`config.mk`:
```
export PLATFORM = sky130hd
export DESIGN_NAME = output_regulation_status_flags
export DESIGN_NICKNAME = d
export VERILOG_FILES = /design/src/inc/regulation_flags_pkg.sv /design/src/rtl/output_regulation_status_flags.sv
export SDC_FILE = /design/constraint.sdc
export NUM_CORES = 1
export LEC_CHECK = 0
export BUFFER_PORTS_ARGS = -buffer_cell sky130_fd_sc_hd__buf_2
export CAP_MARGIN = 0
export CORE_MARGIN = 3
export CORE_UTILIZATION = 39
export DETAILED_ROUTE_END_ITERATION = 10
export PLACE_DENSITY = 0.74
export SYNTH_ARGS = -nofsm -noshare
export SYNTH_HDL_FRONTEND = slang
export SYNTH_SLANG_ARGS = --single-unit
```
`constraint.sdc`:
```
create_clock -name clk_sys_in -period 1.1 [get_ports clk_sys_in]
set_clock_uncertainty 0.15 [all_clocks]
set_input_delay 0.11 -clock clk_sys_in [delete_from_list [all_inputs] [get_ports clk_sys_in]]
set_output_delay 0.11 -clock clk_sys_in [all_outputs]
set_load 0.05 [all_outputs]
```
`src/inc/regulation_flags_pkg.sv`:
```
// regulation status flag block: offsets, field positions, reset values, carrier types
// assumes an 8-bit register port driven by the device's serial interface logic
package regulation_flags_pkg;

  // ----------------------------------------------------------------
  // register offsets
  // ----------------------------------------------------------------
  localparam logic [7:0] OUTPUT_REGULATION_FLAGS_OFS = 8'h01;
  localparam logic [7:0] GROUP_INTERRUPT_UNMASK_OFS  = 8'h02;

  // ----------------------------------------------------------------
  // field positions and reset values
  // ----------------------------------------------------------------
  localparam int         NUM_OUTPUTS        = 3;
  localparam int         LOW_FLAG_LSB       = 3;
  localparam int         GOOD_FLAG_LSB      = 0;
  localparam int         VOLTAGE_FAULT_BIT  = 4;
  localparam int         OTP_READ_BIT       = 0;
  localparam logic [5:0] FLAGS_RESET        = 6'h00;
  localparam logic [7:0] UNMASK_RESET       = 8'h01;

  // ----------------------------------------------------------------
  // carrier types
  // ----------------------------------------------------------------
  typedef struct packed {
    logic [7:0] addr;
    logic       wr;
    logic [7:0] wdata;
  } reg_req_s;

endpackage : regulation_flags_pkg

```
`src/rtl/output_regulation_status_flags.sv`:
```
// sticky in/out-of-regulation flags for outputs a, b, c plus the group unmask register
// assumes all inputs are synchronous to clk_sys_in and one write per cycle at most
//
// Operation
// - six flags at offset 0x01, reset zero
// - leaving regulation sets low flag, sticky
// - entering regulation sets good flag, sticky
// - writing one to a flag clears it unless a same-cycle event sets it
// - tiny target changes set neither flag
// - mode switch may set output b low
// - group unmask bit gates summary flag into irq
// - otp-read unmask resets one, others zero
// - any unmasked output flag sets fault summary
`timescale 1ns/1ps
module output_regulation_status_flags
  import regulation_flags_pkg::*;
#(
  parameter int N_OUT = NUM_OUTPUTS
) (
  input  wire logic             clk_sys_in,
  input  wire logic             reset_in,
  input  wire reg_req_s         reg_req_in,
  input  wire logic [N_OUT-1:0] regulating_now_in,
  input  wire logic [5:0]       out_flag_unmask_in,
  input  wire logic [7:0]       group_status_in,
  output logic [7:0]            reg_rdata_out,
  output logic [5:0]            regulation_flags_out,
  output logic [7:0]            group_interrupt_unmask_out,
  output logic                  voltage_fault_summary_out,
  output logic                  irq_out
);

  // ----------------------------------------------------------------
  // transition detection
  // ----------------------------------------------------------------
  logic [N_OUT-1:0] prev_reg_q;
  logic [N_OUT-1:0] low_evt;
  logic [N_OUT-1:0] good_evt;
  logic [5:0]       flags_q;
  logic [5:0]       flags_d;
  logic [7:0]       unmask_q;
  logic             wr_flags;
  logic             wr_unmask;
  logic [7:0]       group_live;
  logic             fault_any;
  logic             irq_any;

  // an output already regulating when reset lifts reads as an entry: good flag set
  always_ff @(posedge clk_sys_in or posedge reset_in) begin
    if (reset_in) begin
      prev_reg_q <= '0;
    end else begin
      prev_reg_q <= regulating_now_in;
    end
  end

  // events come only from real live-bit edges, so a target step too small to
  // drop regulation (or a mode switch that does drop it) behaves naturally
  assign low_evt  = prev_reg_q & ~regulating_now_in;
  assign good_evt = ~prev_reg_q & regulating_now_in;

  // ----------------------------------------------------------------
  // sticky flags
  // ----------------------------------------------------------------
  assign wr_flags  = reg_req_in.wr && (reg_req_in.addr == OUTPUT_REGULATION_FLAGS_OFS);
  assign wr_unmask = reg_req_in.wr && (reg_req_in.addr == GROUP_INTERRUPT_UNMASK_OFS);

  generate
    for (genvar i = 0; i < N_OUT; i++) begin : g_flag
      // set applied after clear so a same-cycle event is never lost
      always_comb begin
        flags_d[LOW_FLAG_LSB+i]  = flags_q[LOW_FLAG_LSB+i];
        flags_d[GOOD_FLAG_LSB+i] = flags_q[GOOD_FLAG_LSB+i];
        if (wr_flags && reg_req_in.wdata[LOW_FLAG_LSB+i]) begin
          flags_d[LOW_FLAG_LSB+i] = 1'b0;
        end
        if (wr_flags && reg_req_in.wdata[GOOD_FLAG_LSB+i]) begin
          flags_d[GOOD_FLAG_LSB+i] = 1'b0;
        end
        if (low_evt[i]) begin
          flags_d[LOW_FLAG_LSB+i] = 1'b1;
        end
        if (good_evt[i]) begin
          flags_d[GOOD_FLAG_LSB+i] = 1'b1;
        end
      end
    end
  endgenerate

  always_ff @(posedge clk_sys_in or posedge reset_in) begin
    if (reset_in) begin
      flags_q <= FLAGS_RESET;
    end else begin
      flags_q <= flags_d;
    end
  end

  // ----------------------------------------------------------------
  // group unmask register
  // ----------------------------------------------------------------
  always_ff @(posedge clk_sys_in or posedge reset_in) begin
    if (reset_in) begin
      unmask_q <= UNMASK_RESET;
    end else if (wr_unmask) begin
      unmask_q <= reg_req_in.wdata;
    end
  end

  // ----------------------------------------------------------------
  // summary and interrupt
  // ----------------------------------------------------------------
  // the fault bit of the incoming group status is replaced by our own summary
  assign fault_any = |(flags_q & out_flag_unmask_in);
  always_comb begin
    group_live                    = group_status_in;
    group_live[VOLTAGE_FAULT_BIT] = fault_any;
  end
  // one named level per registered output so the checks can look back at it
  assign irq_any = |(group_live & unmask_q);

  always_ff @(posedge clk_sys_in or posedge reset_in) begin
    if (reset_in) begin
      voltage_fault_summary_out <= 1'b0;
      irq_out                   <= 1'b0;
    end else begin
      voltage_fault_summary_out <= fault_any;
      irq_out                   <= irq_any;
    end
  end

  // ----------------------------------------------------------------
  // register read-back and state outputs
  // ----------------------------------------------------------------
  // reserved bits 7:6 read zero; writes there are dropped, the host keeps them zero
  always_ff @(posedge clk_sys_in or posedge reset_in) begin
    if (reset_in) begin
      reg_rdata_out              <= 8'h00;
      regulation_flags_out       <= FLAGS_RESET;
      group_interrupt_unmask_out <= UNMASK_RESET;
    end else begin
      regulation_flags_out       <= flags_d;
      group_interrupt_unmask_out <= wr_unmask ? reg_req_in.wdata : unmask_q;
      case (reg_req_in.addr)
        OUTPUT_REGULATION_FLAGS_OFS: reg_rdata_out <= {2'b00, flags_q};
        GROUP_INTERRUPT_UNMASK_OFS:  reg_rdata_out <= unmask_q;
        default:                     reg_rdata_out <= 8'h00;
      endcase
    end
  end
endmodule : output_regulation_status_flags

```
==> results by group <==
Clocking
  • CTS Buf Count: 3
  • CTS tree: done
  • Root Buffer: clkbuf_4
  • Max Root-Sink Buffers: 2
  • Worst-path clk slew: approximately 150 ps
  • H-tree Lvls: 1
  • Worst-Skew Late Latency: about 330 ps
  • Clock Sink Count: 27

Worst setup path
  • Worst setup EP type: flop
  • Worst Path Required: around 1200 ps
  • CP startpoint kind: flop
  • CP Max Fanout: 2
  • CP Class: flop to flop
  • Worst Reg-to-Reg Cells: 4
  • R2r setup slk: -320 ps
  • CP arrival: around 1500 ps

Route
  • Post-route DRC: 0
  • Vias: approximately 1,400
  • WL/cell: 26.1 um
  • Post-route ant nets: 0
  • DR vias/cell: between 6 and 7
  • Drt initial violations: ~160
  • Post-Route WL: ~6 mm
  • TritonRoute pass-1 iters: 5

Hold path
  • Hold WC Path Type: input port to flop
  • Hold Path Depth: 3

STA
  • Fin Hold WS: -95.8 ps
  • Final period util: 1.29
  • # setup viols final: between 40 and 50
  • Min Tclk post-route: between 1000 and 1500 ps
  • Fmax: 0.705 GHz
  • Slew @ Worst Pin: 395 ps
  • Final Hold Fails: 2
  • Final max-slew violation count: 0
  • Sum Neg Setup Slack: -5380 ps
  • Relative slew slack: 0.737
  • Setup slack after layout: -318 ps
  • RSZ-0062 raised after global routing: true

Finish
  • Final core utilization: 0.913
  • Share of layout cells above drive strength 1: 0.685
  • Final Instance Area: between 2000 and 2500 um^2
  • Ant diodes: 0
  • Final nets: roughly 240
  • Synthesis-to-finish area growth: 113%

Synth
  • Number of synthesized flops with an enable pin: 0
  • Leading post-synthesis cells by cell area: dfrtp_1, mux2_2, a22o_1, o31ai_1, a22oi_1
  • Yosys top cell area share: 0.586
  • Cells after Synth: 88
  • Syn Std Cell Area: about 1100 um^2
  • Syn_nets: roughly 120
  • Top cells by count, synth: dfrtp_1, mux2_2, inv_1
  • Async SR Flop Fraction: 1.00
  • Synth area leader: dfrtp_1
  • Register area share after synthesis: 0.609
  • Synth warn: 0
  • Top FF cell, synth: dfrtp_1
  • Yosys cell types: 23
  • Average cell area after synthesis: 12.6 um^2
  • Post-synthesis register bit count: 27
  • Most frequent cell after synthesis: dfrtp_1

Placement
  • Placed instance area: about 1600 um^2
  • GPL Wtd Cong: a little under 0.9
  • IO buf count: a little under 60
  • Hpwl dp: 2.55 mm

Floorplanning
  • DIE HEIGHT: ~60 um
  • Site Rows: 18
  • Die X-Extent: a little under 60 um
  • Total core area: approximately 2600 um^2
  • Die area: about 3500 um^2
  • I/O Pins: 60
  • Starting Density: 0.429

GRT
  • Gr ovfl total: 0
  • Global-route wire length before repair: ~7.3 mm
  • Initial antenna violation count: 0
  • Vias in the first global route: 1,348
  • All-Layer GR Usage: 0.294
  • Largest net degree at the start of global routing: 16

Outcome
  • Failing checks: negative hold slack, negative setup slack
  • Run status: finished, violations left

Power and ir drop
  • Power Density: roughly 850 nW/um^2
  • Leakage: ~1.2 nW
  • Pwr Total: slightly above 0.002 W
  • IR Drop Worst-Case VDD: ~0.90 mV

Flow run
  • Maximum Capacitance Violations: 0
==> cell usage in the layout (no fill, tap or decap), types with 6 or more instances in the layout <==
| cell | n |
|---|---|
| buf_8 | 14 |
| mux2_4 | 7 |
| dfrtp_1 | 18 |
| buf_6 | 41 |
| o21ai_1 | 6 |
| buf_2 | 30 |
| dlygate4sd3_1 | 13 |
| inv_1 | 7 |
| dfrtp_2 | 8 |
| a22o_1 | 6 |
| buf_4 | 13 |
==> critical path, cell delays in order (launching register included) <==
cell	delay, ps
dfstp_2	410
buf_4	130
a222oi_1	330
nand3_1	130
a21o_1	180
==> metrics by stage <==
stage	worst slack (ps)	instances	hold slack [ps]
floorplan	-227	88	-8.57
global placement	-318	191	-87.8
detailed placement	-378	191	-71.0
CTS	-281	226	-100
global route	-333	230	-113
finish	-318	230	-95.8
==> report_power, final <==
group          internal (W)  total (W)  switching [W]
clock network      0.000136   0.000447       0.000311
logic              0.000261   0.000525       0.000264
registers           0.00102    0.00105      0.0000240
total               0.00142    0.00202       0.000599
==> metal layers <==
layer | routed length (um) | share of wire | vias up | track usage
li1 | - | - | 552 | -
met1 | 2150 | 0.36 | 678 | 0.372
met2 | 3030 | 0.50 | 127 | 0.493
met3 | 593 | 0.099 | 26 | 0.0610
met4 | 235 | 0.039 | 0 | 0.110
met5 | 0 | 0 | - | 0
==> final cells by class <==
cell class	count	area (um^2)
repair buffers	112	1070
well taps	30	37.5
flip-flops and latches	27	687
fillers	80	225
clock inverters	1	5.00
multi-input cells	50	517
clock buffers	3	22.5
inverters	7	26.3
==> registers in the layout, indices dropped and copies added (netlist names) <==
register,flops
prev_reg_q,3
voltage_fault_summary_out,1
group_interrupt_unmask_out,8
regulation_flags_out,6
reg_rdata_out,8
irq_out,1
==> what timing repair did <==
item	in CTS	in global routing
endpoints found under the hold margin	46	2
gates resized for setup	88	34
buffers inserted	19	10
setup endpoints to repair	26	47
hold buffers	12	1
pin swaps	6	11
==> worst paths after layout <==
kind | end | start
setup / recovery | irq_out | group_interrupt_unmask_out[0]
hold / removal | voltage_fault_summary_out | out_flag_unmask_in[5]
setup reg to reg | irq_out | group_interrupt_unmask_out[0]
hold reg to reg | regulation_flags_out[1] | prev_reg_q[1]
max in group asynchronous | reg_rdata_out[0] | reset_in
min in group asynchronous | reg_rdata_out[4] | reset_in
==> logic make-up after synthesis <==
group                  share of synthesized area
buffers and inverters                     0.0394
AND/OR/NAND/NOR                            0.106
multiplexers                              0.0811
flip-flops                                 0.609
AO/OA/AOI/OAI                              0.164
Power figures use the tool's default switching activity.
